--- config.mk ---
export PLATFORM = sky130hd
export DESIGN_NAME = bsfc_host
export DESIGN_NICKNAME = d
export VERILOG_FILES = /design/src/rtl/bsfc_pkg.sv /design/src/rtl/bsfc_host.sv
export VERILOG_INCLUDE_DIRS = /design/src /design/src/rtl
export SDC_FILE = /design/constraint.sdc
export NUM_CORES = 1
export LEC_CHECK = 0
export BUFFER_PORTS_ARGS = -buffer_cell sky130_fd_sc_hd__buf_2
export CAP_MARGIN = 20
export CORE_MARGIN = 2
export CORE_UTILIZATION = 40
export CTS_CLUSTER_SIZE = 16
export DETAILED_ROUTE_END_ITERATION = 7
export PLACE_DENSITY = 0.74
export SYNTH_ARGS = -nofsm -noshare
export SYNTH_HDL_FRONTEND = slang
export SYNTH_SLANG_ARGS = --single-unit
--- constraint.sdc ---
create_clock -name clk_sys -period 5.2 [get_ports clk_sys]
set_input_delay 0.26 -clock clk_sys [delete_from_list [all_inputs] [get_ports clk_sys]]
set_output_delay 0.26 -clock clk_sys [all_outputs]
set_load 0.05 [all_outputs]
--- src/rtl/bsfc_defines.svh ---
/*
 * Constants for the boot-sector flash host controller: bus timing counts,
 * command sequence addresses and data, status bit positions.
 * Assumes a 40 MHz system clock and a flash wired to the controller's pins.
 */
// What this block does
// - Host writes commands as plain write cycles
// - Unlock bypass programs with two writes
// - Busy shown by pin and toggle polling
// - Erase suspend, resume, non-erasing sectors only; the host only sends the commands and does not check the sector
// - Host places device in standby
// - Host drives separate active-low strobes, no contention
`ifndef BSFC_DEFINES_SVH
`define BSFC_DEFINES_SVH

`define BSFC_CLK_MHZ        40
`define BSFC_ACC_NS         70
`define BSFC_ACC_CYC        ((`BSFC_ACC_NS * `BSFC_CLK_MHZ + 999) / 1000)
`define BSFC_WP_NS          35
`define BSFC_WP_CYC         ((`BSFC_WP_NS * `BSFC_CLK_MHZ + 999) / 1000)
// Extra cycles for the two-stage data synchroniser
`define BSFC_SYNC_CYC       2
`define BSFC_UNLK_ADR1      19'h00555
`define BSFC_UNLK_ADR2      19'h002AA
`define BSFC_UNLK_DAT1      16'h00AA
`define BSFC_UNLK_DAT2      16'h0055
`define BSFC_CMD_PROG       16'h00A0
`define BSFC_CMD_ERASE      16'h0080
`define BSFC_CMD_CHIP       16'h0010
`define BSFC_CMD_SECT       16'h0030
`define BSFC_CMD_BYPASS     16'h0020
`define BSFC_CMD_BYP_EXIT1  16'h0090
`define BSFC_CMD_BYP_EXIT2  16'h0000
`define BSFC_CMD_SUSPEND    16'h00B0
`define BSFC_CMD_RESUME     16'h0030
`define BSFC_CMD_RESET      16'h00F0
`define BSFC_TOGGLE_BIT     6
`define BSFC_POLL_BIT       7

`endif

--- src/rtl/bsfc_pkg.sv ---
/*
 * Types for the boot-sector flash host controller.
 * Assumes bsfc_defines.svh holds the numeric constants.
 */
package bsfc_pkg;
	// User operation codes
	typedef enum logic [3:0] {
		BSFC_OP_READ     = 4'h0,
		BSFC_OP_PROG     = 4'h1,
		BSFC_OP_CHIP_ER  = 4'h2,
		BSFC_OP_SECT_ER  = 4'h3,
		BSFC_OP_BYP_ON   = 4'h4,
		BSFC_OP_BYP_OFF  = 4'h5,
		BSFC_OP_SUSPEND  = 4'h6,
		BSFC_OP_RESUME   = 4'h7,
		BSFC_OP_RESET    = 4'h8,
		BSFC_OP_SECT_ADD = 4'h9
	} bsfc_op_t;

	// Sequencer states
	typedef enum logic [2:0] {
		BSFC_IDLE  = 3'b000,
		BSFC_WRITE = 3'b001,
		BSFC_GAP   = 3'b010,
		BSFC_READ  = 3'b011,
		BSFC_POLL  = 3'b100,
		BSFC_DONE  = 3'b101
	} bsfc_state_t;
endpackage

--- src/rtl/bsfc_host.sv ---
/*
 * Host-side controller for a boot-sector parallel flash. Turns user
 * operations into bus write sequences and waits for completion by toggle
 * polling and the ready/busy pin.
 * Assumes the flash pins are wired directly, data lines with a resolver.
 */
`timescale 1ns/1ps
`include "bsfc_defines.svh"

module bsfc_host #(
	parameter int ADDR_W = 19,
	parameter int DATA_W = 16
) (
	// Clock and reset
	input  wire logic                 clk_sys,
	input  wire logic                 rst_b,
	// User request
	input  wire logic                 req_valid,
	output logic                      req_ready,
	input  wire bsfc_pkg::bsfc_op_t   req_op,
	input  wire logic [ADDR_W-1:0]    req_addr,
	input  wire logic [DATA_W-1:0]    req_data,
	input  wire logic                 word_mode,
	input  wire logic                 standby_req,
	// User answer
	output logic                      rsp_valid,
	output logic [DATA_W-1:0]         rsp_data,
	output logic                      busy,
	// Flash pins
	output logic [ADDR_W-1:0]         flash_addr,
	input  wire logic [DATA_W-1:0]    data_lines_i,
	output logic [DATA_W-1:0]         data_lines_o,
	output logic                      data_lines_oe,
	output logic                      chip_sel_n,
	output logic                      wr_strobe_n,
	output logic                      out_strobe_n,
	output logic                      byte_n,
	output logic                      flash_reset_n,
	input  wire logic                 op_done_pin_n
);
	import bsfc_pkg::*;

	localparam int CNT_W = 4;
	localparam logic [CNT_W-1:0] ACC_C = CNT_W'(`BSFC_ACC_CYC);
	localparam logic [CNT_W-1:0] WP_C  = CNT_W'(`BSFC_WP_CYC);
	// Read window covers access time plus the data synchroniser
	localparam logic [CNT_W-1:0] RD_C  = ACC_C + CNT_W'(`BSFC_SYNC_CYC);

	// Sequence step: address and data
	function automatic logic [ADDR_W+DATA_W-1:0] step(
		input bsfc_op_t op, input logic [2:0] idx,
		input logic [ADDR_W-1:0] a, input logic [DATA_W-1:0] d, input logic byp,
		input logic x16);
		logic [ADDR_W-1:0] sa;
		logic [DATA_W-1:0] sd;
		sa = `BSFC_UNLK_ADR1;
		sd = `BSFC_UNLK_DAT1;
		case (idx)
			3'h1: begin
				sa = `BSFC_UNLK_ADR2;
				sd = `BSFC_UNLK_DAT2;
			end
			3'h2: sd = (op == BSFC_OP_PROG) ? 16'(`BSFC_CMD_PROG) :
				(op == BSFC_OP_BYP_ON) ? 16'(`BSFC_CMD_BYPASS) : 16'(`BSFC_CMD_ERASE);
			// Program data, or the second unlock pair of an erase
			3'h3: sd = (op == BSFC_OP_PROG) ? d : `BSFC_UNLK_DAT1;
			3'h4: sd = `BSFC_UNLK_DAT2;
			3'h5: sd = (op == BSFC_OP_CHIP_ER) ? 16'(`BSFC_CMD_CHIP) : 16'(`BSFC_CMD_SECT);
			default: ;
		endcase
		// Bypass programming: only command then data
		if (op == BSFC_OP_PROG && byp)
			sd = (idx == 3'h0) ? 16'(`BSFC_CMD_PROG) : d;
		if (op == BSFC_OP_PROG && idx == 3'h3) sa = a;
		if (op == BSFC_OP_PROG && byp && idx == 3'h1) sa = a;
		if (idx == 3'h4) sa = `BSFC_UNLK_ADR2;
		if (op == BSFC_OP_SECT_ER && idx == 3'h5) sa = a;
		if (op == BSFC_OP_SECT_ADD || op == BSFC_OP_SUSPEND || op == BSFC_OP_RESUME ||
			op == BSFC_OP_RESET || op == BSFC_OP_BYP_OFF) begin
			sa = a;
			case (op)
				BSFC_OP_SECT_ADD: sd = `BSFC_CMD_SECT;
				BSFC_OP_SUSPEND:  sd = `BSFC_CMD_SUSPEND;
				BSFC_OP_RESUME:   sd = `BSFC_CMD_RESUME;
				BSFC_OP_RESET:    sd = `BSFC_CMD_RESET;
				default:          sd = (idx == 3'h0) ? 16'(`BSFC_CMD_BYP_EXIT1) :
					16'(`BSFC_CMD_BYP_EXIT2);
			endcase
		end
		// x8 mode carries only the low lane
		if (!x16) sd = {8'h00, sd[7:0]};
		return {sa, sd};
	endfunction

	// Number of writes per operation
	function automatic logic [2:0] nwr(input bsfc_op_t op, input logic byp);
		case (op)
			BSFC_OP_PROG:     nwr = byp ? 3'h2 : 3'h4;
			BSFC_OP_CHIP_ER,
			BSFC_OP_SECT_ER:  nwr = 3'h6;
			BSFC_OP_BYP_ON:   nwr = 3'h3;
			BSFC_OP_BYP_OFF:  nwr = 3'h2;
			BSFC_OP_READ:     nwr = 3'h0;
			default:          nwr = 3'h1;
		endcase
	endfunction

	bsfc_state_t         st_q;         // Sequencer state
	bsfc_op_t            op_q;         // Latched operation
	logic [ADDR_W-1:0]   addr_q;       // Latched address
	logic [DATA_W-1:0]   data_q;       // Latched data
	logic [2:0]          idx_q;        // Write step index
	logic [CNT_W-1:0]    cnt_q;        // Pulse timer
	logic                byp_q;        // Bypass mode on
	logic                tog_q;        // Last toggle bit seen
	logic                first_q;      // First status read
	logic [1:0]          rdy_s_q;      // Ready pin synchroniser
	logic [DATA_W-1:0]   d_s1_q;       // Data sync stage one
	logic [DATA_W-1:0]   d_s2_q;       // Data sync stage two
	logic                rsp_q;        // Answer pulse
	logic [DATA_W-1:0]   rdat_q;       // Answer data
	logic [ADDR_W+DATA_W-1:0] cur;     // Current step

	assign cur = step(op_q, idx_q, addr_q, data_q, byp_q, word_mode);

	// Pin synchronisers, two stages each
	always_ff @(posedge clk_sys or negedge rst_b) begin
		if (!rst_b) begin
			rdy_s_q <= 2'b00;
			d_s1_q  <= '0;
			d_s2_q  <= '0;
		end else begin
			rdy_s_q <= {rdy_s_q[0], op_done_pin_n};
			d_s1_q  <= data_lines_i;
			d_s2_q  <= d_s1_q;
		end
	end

	// Main sequencer
	always_ff @(posedge clk_sys or negedge rst_b) begin
		if (!rst_b) begin
			st_q    <= BSFC_IDLE;
			op_q    <= BSFC_OP_READ;
			addr_q  <= '0;
			data_q  <= '0;
			idx_q   <= 3'h0;
			cnt_q   <= '0;
			byp_q   <= 1'b0;
			tog_q   <= 1'b0;
			first_q <= 1'b0;
			rsp_q   <= 1'b0;
			rdat_q  <= '0;
		end else begin
			rsp_q <= 1'b0;
			case (st_q)
				BSFC_IDLE: begin
					if (req_valid) begin
						op_q   <= req_op;
						addr_q <= req_addr;
						data_q <= req_data;
						idx_q  <= 3'h0;
						cnt_q  <= (req_op == BSFC_OP_READ) ? RD_C : WP_C;
						st_q   <= (req_op == BSFC_OP_READ) ? BSFC_READ : BSFC_WRITE;
					end
				end
				// Write strobe low for the pulse width
				BSFC_WRITE: begin
					if (cnt_q <= 4'h1) begin
						cnt_q <= WP_C;
						st_q  <= BSFC_GAP;
					end else begin
						cnt_q <= cnt_q - 4'h1;
					end
				end
				// Strobe high between writes
				BSFC_GAP: begin
					if (cnt_q <= 4'h1) begin
						if (idx_q + 3'h1 >= nwr(op_q, byp_q)) begin
							if (op_q == BSFC_OP_BYP_ON) byp_q <= 1'b1;
							if (op_q == BSFC_OP_BYP_OFF || op_q == BSFC_OP_RESET) byp_q <= 1'b0;
							first_q <= 1'b1;
							cnt_q   <= RD_C;
							// Program and erase run inside the flash; wait for it
							st_q <= (op_q == BSFC_OP_PROG || op_q == BSFC_OP_CHIP_ER ||
								op_q == BSFC_OP_SECT_ER || op_q == BSFC_OP_RESUME) ?
								BSFC_POLL : BSFC_DONE;
						end else begin
							idx_q <= idx_q + 3'h1;
							cnt_q <= WP_C;
							st_q  <= BSFC_WRITE;
						end
					end else begin
						cnt_q <= cnt_q - 4'h1;
					end
				end
				// Array read, output strobe held for access time
				BSFC_READ: begin
					if (cnt_q <= 4'h1) begin
						rdat_q <= word_mode ? d_s2_q : {8'h00, d_s2_q[7:0]};
						st_q   <= BSFC_DONE;
					end else begin
						cnt_q <= cnt_q - 4'h1;
					end
				end
				// Toggle polling; two equal reads with ready pin high mean done
				BSFC_POLL: begin
					if (cnt_q <= 4'h1) begin
						tog_q   <= d_s2_q[`BSFC_TOGGLE_BIT];
						first_q <= 1'b0;
						cnt_q   <= RD_C;
						if (!first_q && tog_q == d_s2_q[`BSFC_TOGGLE_BIT] && rdy_s_q[1]) begin
							rdat_q <= d_s2_q;
							st_q   <= BSFC_DONE;
						end
					end else begin
						cnt_q <= cnt_q - 4'h1;
					end
				end
				BSFC_DONE: begin
					rsp_q <= 1'b1;
					st_q  <= BSFC_IDLE;
				end
				default: st_q <= BSFC_IDLE;
			endcase
		end
	end

	// Pin drive; strobes never overlap, data driven only while writing
	always_comb begin
		flash_addr    = (st_q == BSFC_WRITE || st_q == BSFC_GAP) ?
			cur[ADDR_W+DATA_W-1:DATA_W] : addr_q;
		data_lines_o  = cur[DATA_W-1:0];
		data_lines_oe = (st_q == BSFC_WRITE || st_q == BSFC_GAP);
		wr_strobe_n   = !(st_q == BSFC_WRITE);
		out_strobe_n  = !((st_q == BSFC_READ || st_q == BSFC_POLL) && cnt_q > 4'h1);
		// Standby when idle and asked for
		chip_sel_n    = (st_q == BSFC_IDLE) && standby_req;
	end

	assign byte_n        = word_mode;
	assign flash_reset_n = rst_b;
	assign req_ready     = (st_q == BSFC_IDLE);
	assign rsp_valid     = rsp_q;
	assign rsp_data      = rdat_q;
	assign busy          = (st_q != BSFC_IDLE);
endmodule

# Yosys cells after proc, flatten, opt, wreduce, memory -nomap -nowiden
# Cells that the tools add are included.
# totals
reg_bits	103
input_bits	61
output_inout_bits	60
word_cells	146
# classes
addsub	2
magnitude_cmp	3
n_eq_ne	29
mux	56
reduce_logical	42
# op_table
op	count
16-bit 2-to-1 mux	9
19-bit 2-to-1 mux	6
16-bit case mux with 4 select lines	1
3-bit 2-to-1 mux	15
16-bit case mux with 2 select lines	1
3-bit case mux with 5 select lines	2
8-bit 2-to-1 mux	3
8-bit case mux with 3 select lines	1
4-bit 2-to-1 mux	5
4-bit case mux with 5 select lines	1
2-bit != test, second input constant	9
4-bit by 3-bit equality test with 1-bit output, second input constant	4
4-bit AND reduction	4
3-bit by 2-bit equality test with 1-bit output, second input constant	4
3-bit equality test, second input constant	4
11-bit 2-to-1 mux	1
1-bit logical OR	10
4-bit by 2-bit equality test with 1-bit output, second input constant	2
4-bit equality test, second input constant	2
1-bit logical AND	8
4-bit zero test	2
2-bit nonzero test	4
1-bit 2-to-1 mux	7
3-bit by 1-bit equality test with 1-bit output, second input constant	2
other kinds (19)	25

# Logic depth before layout (Yosys ltp)
# Gate-level depths: netlist of the first run.
# depth
ltp_word	9
depth_mapped	11
depth_no_buf	10

# Worst setup path after synthesis of the first run
# OpenSTA, ideal clock, no wires.
# synth_path
path_kind	register to output
start	register st_q[1]
end	output port flash_addr[0]
arrival_ns	2.584
required_ns	4.940
slack_ns	2.356
stages_incl_launch_ff	7
n_path_buf	1
cell_sequence	dfrtp_1 clkbuf_1 nand2b_1 a21oi_1 o211ai_1 nor2b_1 o21a_1
# synth_via
elab_chain_len	3
elab_cells_between_ends	4
# synth_lines
element	line	rtl
start: declaration	bsfc_host.sv:108	bsfc_state_t st_q;
start signal: assignment	bsfc_host.sv:163	st_q <= (req_op == BSFC_OP_READ) ? BSFC_READ : BSFC_WRITE;
start signal: assignment	bsfc_host.sv:184	st_q <= (op_q == BSFC_OP_PROG || op_q == BSFC_OP_CHIP_ER ||
3-bit by 1-bit equality test with 1-bit output or 3-bit by 2-bit equality test with 1-bit output (tied branches)	-	
1-bit logical OR (*)	-	
net data_lines_oe	bsfc_host.sv:33	output logic data_lines_oe,
19-bit 2-to-1 mux (*)	bsfc_host.sv:230	flash_addr = (st_q == BSFC_WRITE || st_q == BSFC_GAP) ?
end: declaration	bsfc_host.sv:30	output logic [ADDR_W-1:0] flash_addr,
# Mark *: on every way through the listed nets, which the timed path passes. The rest lies on a longest branch.

# Worst setup path after layout of the first run
# layout_path
start	register op_q[3]
end	register idx_q[2]
# layout_via
elab_chain_len	8
elab_cells_between_ends	13
# layout_lines
element	line	rtl
start: declaration	bsfc_host.sv:109	bsfc_op_t op_q;
start signal: assignment	bsfc_host.sv:158	op_q <= req_op;
4-bit by 2-bit equality test with 1-bit output	bsfc_host.sv:97	case (op)
2-bit OR reduction	bsfc_host.sv:97	
3-bit case mux with 5 select lines (*)	bsfc_host.sv:97	
3-bit 2-to-1 mux (*)	bsfc_host.sv:177	if (cnt_q <= 4'h1) begin
3-bit 2-to-1 mux (*)	bsfc_host.sv:155	case (st_q)
3-bit greater-or-equal comparator (*)	bsfc_host.sv:178	if (idx_q + 3'h1 >= nwr(op_q, byp_q)) begin
2-bit != test (no line) (*)	-	
4-bit AND reduction (no line) (*)	-	
end signal: assignment	bsfc_host.sv:188	idx_q <= idx_q + 3'h1;
end: declaration	bsfc_host.sv:112	logic [2:0] idx_q;
# Every way passes the cells marked *; elsewhere a longest branch is shown, timed or not. The select of a mux whose other input is x is not followed.
# A chain may end at the register's enable or synchronous reset.

==> flow_metrics.tcl, run 1 <==
set metrics [dict create \
    wl_mm 11.1 \
    setup_violations 0 \
    place_area_um2 5530 \
    num_rows 40 \
    clk_latency_ns 0.35 \
    grt_max_degree 60 \
    finalSetupTns_ns 0 \
    crit_chain "nor4b_2 > nand2_1 > nand2_1 > nand2_1 > ha_1 > nand2_1 > o21ai_1 > nand2b_1 > nand2_1 > mux2_2" \
    dominantRegCellSynth "dfrtp_1" \
    yosys-top-cells-count "nand2_1, dfrtp_1, inv_1" \
    ios 121 \
    cts_buffers 9 \
    crit_arrival_ns 3.37 \
    fill_cells 1073 \
    cp.required_ns 5.44 \
    worst_pin_slew_ns 1.07 \
    layout.nets 686 \
    final_layout_size_suffix_gt1_frac 0.260 \
    post-synth-top-count-cell "nand2_1" \
    hold_viol 0 \
    grt_use_total 0.173 \
    post_drt_wl_per_cell_um 14.4 \
    max_stage_delay_ns 0.62 \
    dr.pass1.iters 5 \
    min_from "data_lines_i[0]" \
    synth_area_um2 4850 \
    synth_top_area_cell "dfrtp_1" \
    htree_levels 3 \
    cp-start-kind "flop" \
    maxSlewViolCount 0 \
    period_needed_ns 3.13 \
    place.gp.congestion 0.916 \
    ys_warn_count 0 \
    path_max_fanout 18 \
    crit_start "op_q[3]$_DFFE_PN0P_" \
    path_class "reg -> reg" \
    slowest_stage "nor4b_2" \
    antenna_found_initial 0 \
    core-area_um2 11900 \
    post_cts_buffers 0 \
    async_flop_share 1.00 \
    vias 3978 \
    die_w_um 114 \
    dr.first_iter.drc_count 301 \
    cts.reportedPaths.clkPinSlew_ns 0.08 \
    rsz0062_at_grt "no" \
    ant_nets 0 \
    die_area_um2 13000 \
    synth.top_cells.by_area "dfrtp_1, nand2_1, mux2_2" \
    area_growth_pct 22.6 \
    ys_seq_area_frac 0.531 \
    post-route-period-util 0.603 \
    insertedDiodeCount 0 \
    cts_resized 0 \
    synth_top_area_share 0.531 \
    setup.worst_path.end_class "flop" \
    synth_seq_cells 103 \
    grt_pass1_vias 3804 \
    hpwl_mm 7.87 \
    clock_path_buffers 2 \
    cts.sinks 103 \
    overflow 0 \
    synth_cells 495 \
    min_path_type "in -> reg" \
    fmax_mhz 319 \
    yosysUniqueCellTypes 56 \
    drv_cap 0 \
    die_h_um 114 \
    relSlewSlack 0.290 \
    synth_edf_count 0 \
    drc 0 \
    postSynthAreaPerCell_um2 9.80 \
    grt_pass1_wl_mm 18.0 \
    tritoncts "yes" \
    finClkSkew_ns 0.00850 \
    cp_common_cell "nand2_1" \
    stdcell_area_um2 5950 \
    io_buffers 120 \
    status "complete, no violations" \
    via_per_inst 5.19 \
    start_util 0.407 \
    synth_nets 566 \
    rr_startpoint "op_q[3]$_DFFE_PN0P_" \
    cts_root_buf "clkbuf_16" \
    cts_hold_buf 6 \
]
## sequential cells by signal, summed over array words and instances, names as in the netlist, 2 cells and up
signal    flops
addr_q       19
d_s1_q       16
d_s2_q       16
data_q       16
rsp_data     16
cnt_q         4
op_q          4
idx_q         3
st_q          3
rdy_s_q       2
## kinds of logic (layout without fill, tap and decap cells)
kind of cell | count (synthesis) | in the layout | share of synthesized area
xor gates and xnor gates | 2 | 2 | 0.00361
and+or+nand+nor | 211 | 211 | 0.207
AOI/OAI and AO/OA | 92 | 92 | 0.125
adders and majority gates | 11 | 11 | 0.0278
muxes | 28 | 28 | 0.0619
DFF | 103 | 103 | 0.531
buffers and inverters | 48 | 173 | 0.0438
## cell usage in the layout, fill, tap and decap left out, drive strengths merged, types with 4 or more instances in the layout
cell type    instances
nand2              125
buf                123
dfrtp              103
inv                 26
o21ai               23
a21oi               19
and2                18
nor2                17
mux2                16
nand2b              13
mux2i               12
dlygate4sd3         12
ha                  10
nor2b                9
o21a                 9
clkbuf               9
a21o                 8
nor3                 7
nand3                5
a31oi                4
## layer usage
layer	GRT usage	vias up	part of all wire
li1	-	1915	-
met1	0.215	1924	0.42
met2	0.287	116	0.50
met3	0.0397	23	0.053
met4	0.0829	0	0.025
met5	0	-	0
## worst max-delay path, delay by kind of cell (launching register included)
| family | cells | cell delay [ns] |
|---|---|---|
| simple gates | 7 | 1.42 |
| fa+ha+maj | 1 | 0.27 |
| compound gates | 1 | 0.44 |
| flops | 1 | 0.57 |
| mux | 1 | 0.31 |
## through the flow
stage | hold slack, ns | setup WS (ns) | instances | util
after floorplan | -0.0356 | 2.36 | 495 | -
after global placement | 0.305 | 2.25 | 739 | 0.464
after detailed placement | 0.310 | 2.09 | 739 | 0.464
after CTS | 0.000105 | 2.08 | 761 | 0.495
after global routing | 0.00183 | 1.70 | 767 | 0.500
final | 0.0101 | 2.07 | 767 | 0.500
## path summary, 6_finish.rpt
kind | to | slack (ns) | cells past startpoint
max | idx_q[2]$_DFFE_PN0P_ | 2.07 | 10
min | d_s1_q[0]$_DFF_PN0_ | 0.01 | 1
max reg2reg | idx_q[2]$_DFFE_PN0P_ | 2.07 | 10
min reg2reg | d_s2_q[1]$_DFF_PN0_ | 0.35 | 0
max in group asynchronous | d_s1_q[3]$_DFF_PN0_ | 3.58 | 3
min in group asynchronous | op_q[3]$_DFFE_PN0P_ | 0.48 | 2
## layout make-up
type                       instances  area (um2)  area share
sequential                       103        2580       0.433
multi-input combinational        344        2060       0.347
timing repair buffer             135         746       0.125
clock buffer                       9         225      0.0378
tap                              147         184      0.0309
inverter                          22        82.6      0.0139
clock inverter                     7        72.6      0.0122
Power of run 1 is left out: the tool's default activity adds up to more than one toggle a clock period on the data nets, which glitch-free logic cannot reach.
==> inputs of run 2 (changes only) <==
--- a/config.mk
+++ b/config.mk
@@ -12,7 +12,7 @@
 export CORE_UTILIZATION = 40
 export CTS_CLUSTER_SIZE = 16
 export DETAILED_ROUTE_END_ITERATION = 7
-export PLACE_DENSITY = 0.74
+export PLACE_DENSITY = 0.76
 export SYNTH_ARGS = -nofsm -noshare
 export SYNTH_HDL_FRONTEND = slang
 export SYNTH_SLANG_ARGS = --single-unit
==> constraint.sdc (replaced) <==
create_clock -name clk_sys -period 2.71 [get_ports clk_sys]
set_input_delay 0.1355 -clock clk_sys [delete_from_list [all_inputs] [get_ports clk_sys]]
set_output_delay 0.1355 -clock clk_sys [all_outputs]
set_load 0.05 [all_outputs]
==> run 2 against run 1 <==
Clock skew shrank 0.0047 ns. Sequential share of layout area fell by 3.4 points. Final cell count is 6.5% higher. Wire length increased by 9.1%. Sequential cell count did not move. First-iteration DRC count shrank 2.0%. Clock-buffer cell count grew 1. Non-clock buffer count up 50. Global-route usage up 2.3 points. Worst hold slack got worse by 0.0013 ns. Utilization rose by 4.3 points. Largest cell class unchanged. Highest routed layer unchanged.
==> flow_metrics.tcl, run 2 (synthesis gave the netlist of run 1 again) <==
set metrics [dict create \
    place_area_um2 5620 \
    core-area_um2 11900 \
    grt_use_total 0.196 \
    swShare 0.522 \
    maxSlewViolCount 0 \
    combPwrFrac 0.568 \
    num_rows 40 \
    min_path_type "in -> reg" \
    regArea_um2 2580 \
    setup_violations 0 \
    ant_nets 0 \
    vias 4159 \
    power_frac_seq 0.286 \
    path_max_fanout 9 \
    grt_pass1_wl_mm 20.2 \
    crit_family "simple AND/OR/NAND/NOR gates" \
    ios 121 \
    top_register "addr_q" \
    final_cell_mix "nand2_1, buf_2, dfrtp_1" \
    cp-start-kind "flop" \
    dr.pass1.iters 4 \
    drv_cap 0 \
    place.gp.congestion 0.903 \
    htree_levels 3 \
    start_util 0.407 \
    crit_chain "or4b_4 > nor4b_4 > nor4_1 > a31oi_1 > o31a_1 > buf_2" \
    net-switching-power_w 0.00455 \
    cts.reportedPaths.clkPinSlew_ns 0.07 \
    cp.required_ns 2.57 \
    p_leak_nw 3.19 \
    wl_mm 12.1 \
    fill_cells 1034 \
    antenna_found_initial 0 \
    die_h_um 114 \
    cts_buffers 9 \
    layout.nets 736 \
    largest_register_ffs 19 \
    io_buffers 120 \
    post_cts_buffers 0 \
    insertedDiodeCount 0 \
    via_per_inst 5.09 \
    grt_pass1_vias 4109 \
    finalSetupTns_ns 0 \
    power.internal_w 0.00417 \
    layout_commonest_cell "nand2_1" \
    tritoncts "yes" \
    overflow 0 \
    power_density_nw_per_um2 1350 \
    ir_worst_vdd_uv 764 \
    cts.sinks 103 \
    slowest_stage "or4b_4" \
    setup.worst_path.end_class "output port" \
    finClkSkew_ns 0.00379 \
    die_area_um2 13000 \
    period_needed_ns 2.61 \
    hold_viol 0 \
    clk_latency_ns 0.36 \
    path_class "reg -> out" \
    final_layout_size_suffix_gt1_frac 0.270 \
    post-route-period-util 0.963 \
    drc 0 \
    crit_arrival_ns 2.47 \
    post_drt_wl_per_cell_um 14.8 \
    power_frac_clock 0.146 \
    fmax_mhz 383 \
    cts_root_buf "clkbuf_16" \
    hpwl_mm 8.04 \
    clock_path_buffers 2 \
    multiInputGateArea_um2 2090 \
    max_stage_delay_ns 0.59 \
    area_growth_pct 33.2 \
    status "complete, no violations" \
    dr.first_iter.drc_count 295 \
    die_w_um 114 \
    relSlewSlack 0.483 \
    worst-path-buf-inv 1 \
    grt_max_degree 90 \
    stdcell_area_um2 6460 \
    worst_pin_slew_ns 0.769 \
]
run 2: cell types whose count changed in the layout (fill, tap and decap cells not counted), sizes merged:
cell,before,now
clkbuf,9,10
clkinvlp,0,1
buf,123,132
dlygate4sd3,12,53
inv,26,25
clkinv,3,2
run 2: stage by stage:
step,power (W),hold slack (ns),utilization,setup slack [ns],cells
floorplan,0.00617,-0.160,-,0.0682,495
global placement,0.00726,0.00753,0.472,0.364,748
detailed placement,0.00736,0.0234,0.472,0.262,748
CTS,0.00872,0.00229,0.541,0.00116,817
global route,0.00926,0.0160,0.543,-0.0118,817
finish,0.00872,0.00880,0.543,0.0997,817
run 2: worst register-to-register path, delay by kind of cell (launching register included):
| family | cells | cell delay (ns) |
|---|---|---|
| DFF | 1 | 0.56 |
| adders and majority gates | 2 | 0.64 |
| buffers and inverters | 3 | 0.30 |
| AOI/OAI and AO/OA | 5 | 0.71 |
run 2: layer usage:
layer	global-route usage	wire, um	vias up
met5	0	0	-
met4	0.0764	225	0
met3	0.0392	493	19
met2	0.323	6070	105
met1	0.257	5300	2024
li1	-	-	2011
run 2: final timing paths:
path,startpoint,endpoint,slack [ns],cells after the start
setup reg to reg,idx_q[2]$_DFFE_PN0P_,cnt_q[2]$_DFFE_PN0P_,0.39,10
hold / removal,req_data[4],data_q[4]$_DFFE_PN0P_,0.009,2
setup / recovery,op_q[0]$_DFFE_PN0P_,data_lines_o[4],0.1,6
min in group asynchronous,rst_b,addr_q[6]$_DFFE_PN0P_,0.18,2
max in group asynchronous,rst_b,idx_q[0]$_DFFE_PN0P_,1.78,3
hold reg to reg,d_s1_q[6]$_DFF_PN0_,d_s2_q[6]$_DFF_PN0_,0.35,0
run 2: timing repair:
action / in CTS / in global routing
pin swaps: 0 / 1
endpoints found under the setup margin: 9 / 22
hold endpoints to repair: 66 / 0
hold buffers: 53 / 0
resized for setup: 1 / 10
gates cloned: 0 / 0
run 2: cell type report:
cell class / instances / share of cell area
tap: 147 / 0.0285
clock inverter: 6 / 0.00987
inverter: 22 / 0.0128
timing repair buffer: 185 / 0.191
sequential: 103 / 0.400
clock buffer: 10 / 0.0354
multi-input combinational: 344 / 0.323
run 2: power by group through the flow:
| stage | registers (W) | logic [W] | clock network (W) |
|---|---|---|---|
| CTS | 0.00247 | 0.00494 | 0.00131 |
| detailed placement | 0.00249 | 0.00487 | 0 |
| floorplan | 0.00271 | 0.00347 | 0 |
| global route | 0.00257 | 0.00533 | 0.00136 |
| global placement | 0.00247 | 0.00479 | 0 |
| finish | 0.00249 | 0.00496 | 0.00127 |
No activity file was read; power rests on OpenSTA's default activity.
==> inputs of run 3 (changes only) <==
--- a/config.mk
+++ b/config.mk
@@ -8,11 +8,13 @@
 export LEC_CHECK = 0
 export BUFFER_PORTS_ARGS = -buffer_cell sky130_fd_sc_hd__buf_2
 export CAP_MARGIN = 20
+export CELL_PAD_IN_SITES_DETAIL_PLACEMENT = 1
+export CELL_PAD_IN_SITES_GLOBAL_PLACEMENT = 1
 export CORE_MARGIN = 2
-export CORE_UTILIZATION = 40
+export CORE_UTILIZATION = 36
 export CTS_CLUSTER_SIZE = 16
 export DETAILED_ROUTE_END_ITERATION = 7
-export PLACE_DENSITY = 0.76
+export PLACE_DENSITY = 0.86
 export SYNTH_ARGS = -nofsm -noshare
 export SYNTH_HDL_FRONTEND = slang
 export SYNTH_SLANG_ARGS = --single-unit
==> run 3 against run 2 <==
Clock skew increased by 0.0020 ns. Final cell count increased by 3.5%. Highest routed layer is now met5. Utilization decreased by 4.8 points.
==> flow_metrics.tcl, run 3 (synthesis gave the netlist of run 1 again) <==
set metrics [dict create \
    fmax_mhz 376 \
    path_max_fanout 6 \
    post-route-period-util 0.981 \
    dr.first_iter.drc_count 223 \
    ant_nets 0 \
    power_density_nw_per_um2 1390 \
    fin_worst_hold_slack_ns 0.0103 \
    area_growth_pct 34.5 \
    final-instance-count-excl-fill 846 \
    setup.worst_path.end_class "output port" \
    hold_viol 0 \
    crit_arrival_ns 2.52 \
    p_leak_nw 3.22 \
    fill_cells 1502 \
    final_layout_size_suffix_gt1_frac 0.273 \
    clk_latency_ns 0.36 \
    insertedDiodeCount 0 \
    cp-start-kind "flop" \
    relSlewSlack 0.409 \
    setup_violations 0 \
    finClkSkew_ns 0.00575 \
    cts.reportedPaths.clkPinSlew_ns 0.08 \
    timing.final.ws_setup_ns 0.0506 \
    overflow 0 \
    start_util 0.368 \
    cts_buffers 9 \
    drc 0 \
    crit_family "compound AO/OA/AOI/OAI gates" \
    gr-usage-met2 0.371 \
    htree_levels 3 \
    period_needed_ns 2.66 \
    max_stage_delay_ns 0.45 \
    power_w 0.00906 \
    place.gp.congestion 0.895 \
    top_register "addr_q" \
    worst-path-buf-inv 2 \
    grtUsageMet1 0.254 \
    busiest_layer "met2" \
    status "complete, no violations" \
    grt_max_degree 46 \
    slowest_stage "dfrtp_1" \
    tritoncts "yes" \
    cp.required_ns 2.57 \
    ir_worst_vdd_uv 493 \
    grt_use_met3 0.0418 \
    path_class "reg -> out" \
    io_buffers 120 \
    ios 121 \
    clock_path_buffers 2 \
    grt_use_total 0.211 \
    die_h_um 120 \
    cts.sinks 103 \
    grt_pass1_wl_mm 23.9 \
    maxSlewViolCount 0 \
    largest_register_ffs 19 \
    r2r_slack_ns 0.25 \
    layout.nets 736 \
    dpl_worst_slack_ns 0.155 \
    layout_commonest_cell "nand2_1" \
    place_inst 778 \
    die_area_um2 14400 \
    grt_pass1_vias 4632 \
    crit_chain "inv_1 > ha_1 > nand2b_1 > a2111oi_0 > a21oi_1 > o211a_1 > o21ai_0 > buf_2" \
    num_rows 42 \
    via_per_inst 5.08 \
    cts_root_buf "clkbuf_16" \
    antenna_found_initial 1 \
    min_path_type "in -> reg" \
    dr.pass1.iters 4 \
    drv_cap 0 \
    core-area_um2 13200 \
    final_cell_mix "nand2_1, buf_2, dfrtp_1" \
    die_w_um 120 \
    hpwl_mm 9.46 \
    post_drt_wl_per_cell_um 17.4 \
    vias 4295 \
    worst_pin_slew_ns 0.880 \
    wl_mm 14.7 \
]
run 3: cell types whose count changed in the layout (fill, tap and decap cells not counted), sizes merged:
cell	before	now
dlygate4sd3	53	51
clkbuf	10	12
buf	132	131
inv	25	26
run 3: per-stage QoR:
| step | cell area, um2 | setup TNS, ns | util |
|---|---|---|---|
| 2_1_floorplan | 4860 | 0 | - |
| 3_3_place_gp | 5650 | 0 | 0.428 |
| 3_5_place_dp | 5650 | 0 | 0.428 |
| 4_1_cts | 6480 | 0 | 0.492 |
| 5_1_grt | 6530 | -0.197 | 0.495 |
| 6_report | 6530 | 0 | 0.495 |
run 3: repair_timing:
item,CTS,global route
resized for setup,4,12
buffers inserted,1,0
hold buffers,51,0
endpoints found under the hold margin,92,0
endpoints found under the setup margin,29,26
pin swaps,1,1
run 3: final cells by class:
class                   instances  area [um2]  area share
clock buffers                   9         225      0.0345
inverters                      22        82.6      0.0126
repair buffers                185        1230       0.188
well taps                     176         220      0.0337
multi-input cells             344        2110       0.324
flip-flops and latches        103        2580       0.395
clock inverters                 7        82.6      0.0126
run 3: path summary, 6_finish.rpt:
check / from / to / cells past startpoint
max in group asynchronous: rst_b / addr_q[2]$_DFFE_PN0P_ / 3
min in group asynchronous: rst_b / d_s1_q[4]$_DFF_PN0_ / 2
worst min-delay path: req_data[7] / data_q[7]$_DFFE_PN0P_ / 2
worst max-delay path: idx_q[0]$_DFFE_PN0P_ / data_lines_o[5] / 8
worst min register to register: d_s1_q[12]$_DFF_PN0_ / d_s2_q[12]$_DFF_PN0_ / 0
worst max register to register: op_q[2]$_DFFE_PN0P_ / byp_q$_DFFE_PN0P_ / 11
run 3: routing by layer:
layer / wire length (um) / vias up
met1: 6060 / 2177
met4: 268 / 2
met3: 562 / 22
met5: 11 / -
li1: - / 2004
met2: 7780 / 90
run 3: report_power, final:
group	switching (W)	total [W]	internal [W]
Combinational	0.00370	0.00526	0.00156
Clock	0.000667	0.00133	0.000662
Sequential	0.000437	0.00247	0.00204
Total	0.00480	0.00906	0.00426
run 3: worst register-to-register path: cells and delay by family, from the launching register on:
family          cells  cell delay [ns]
compound gates      3             0.65
fa+ha+maj           1             0.27
buf+inv             1             0.18
flops               1             0.52
simple gates        6             0.74
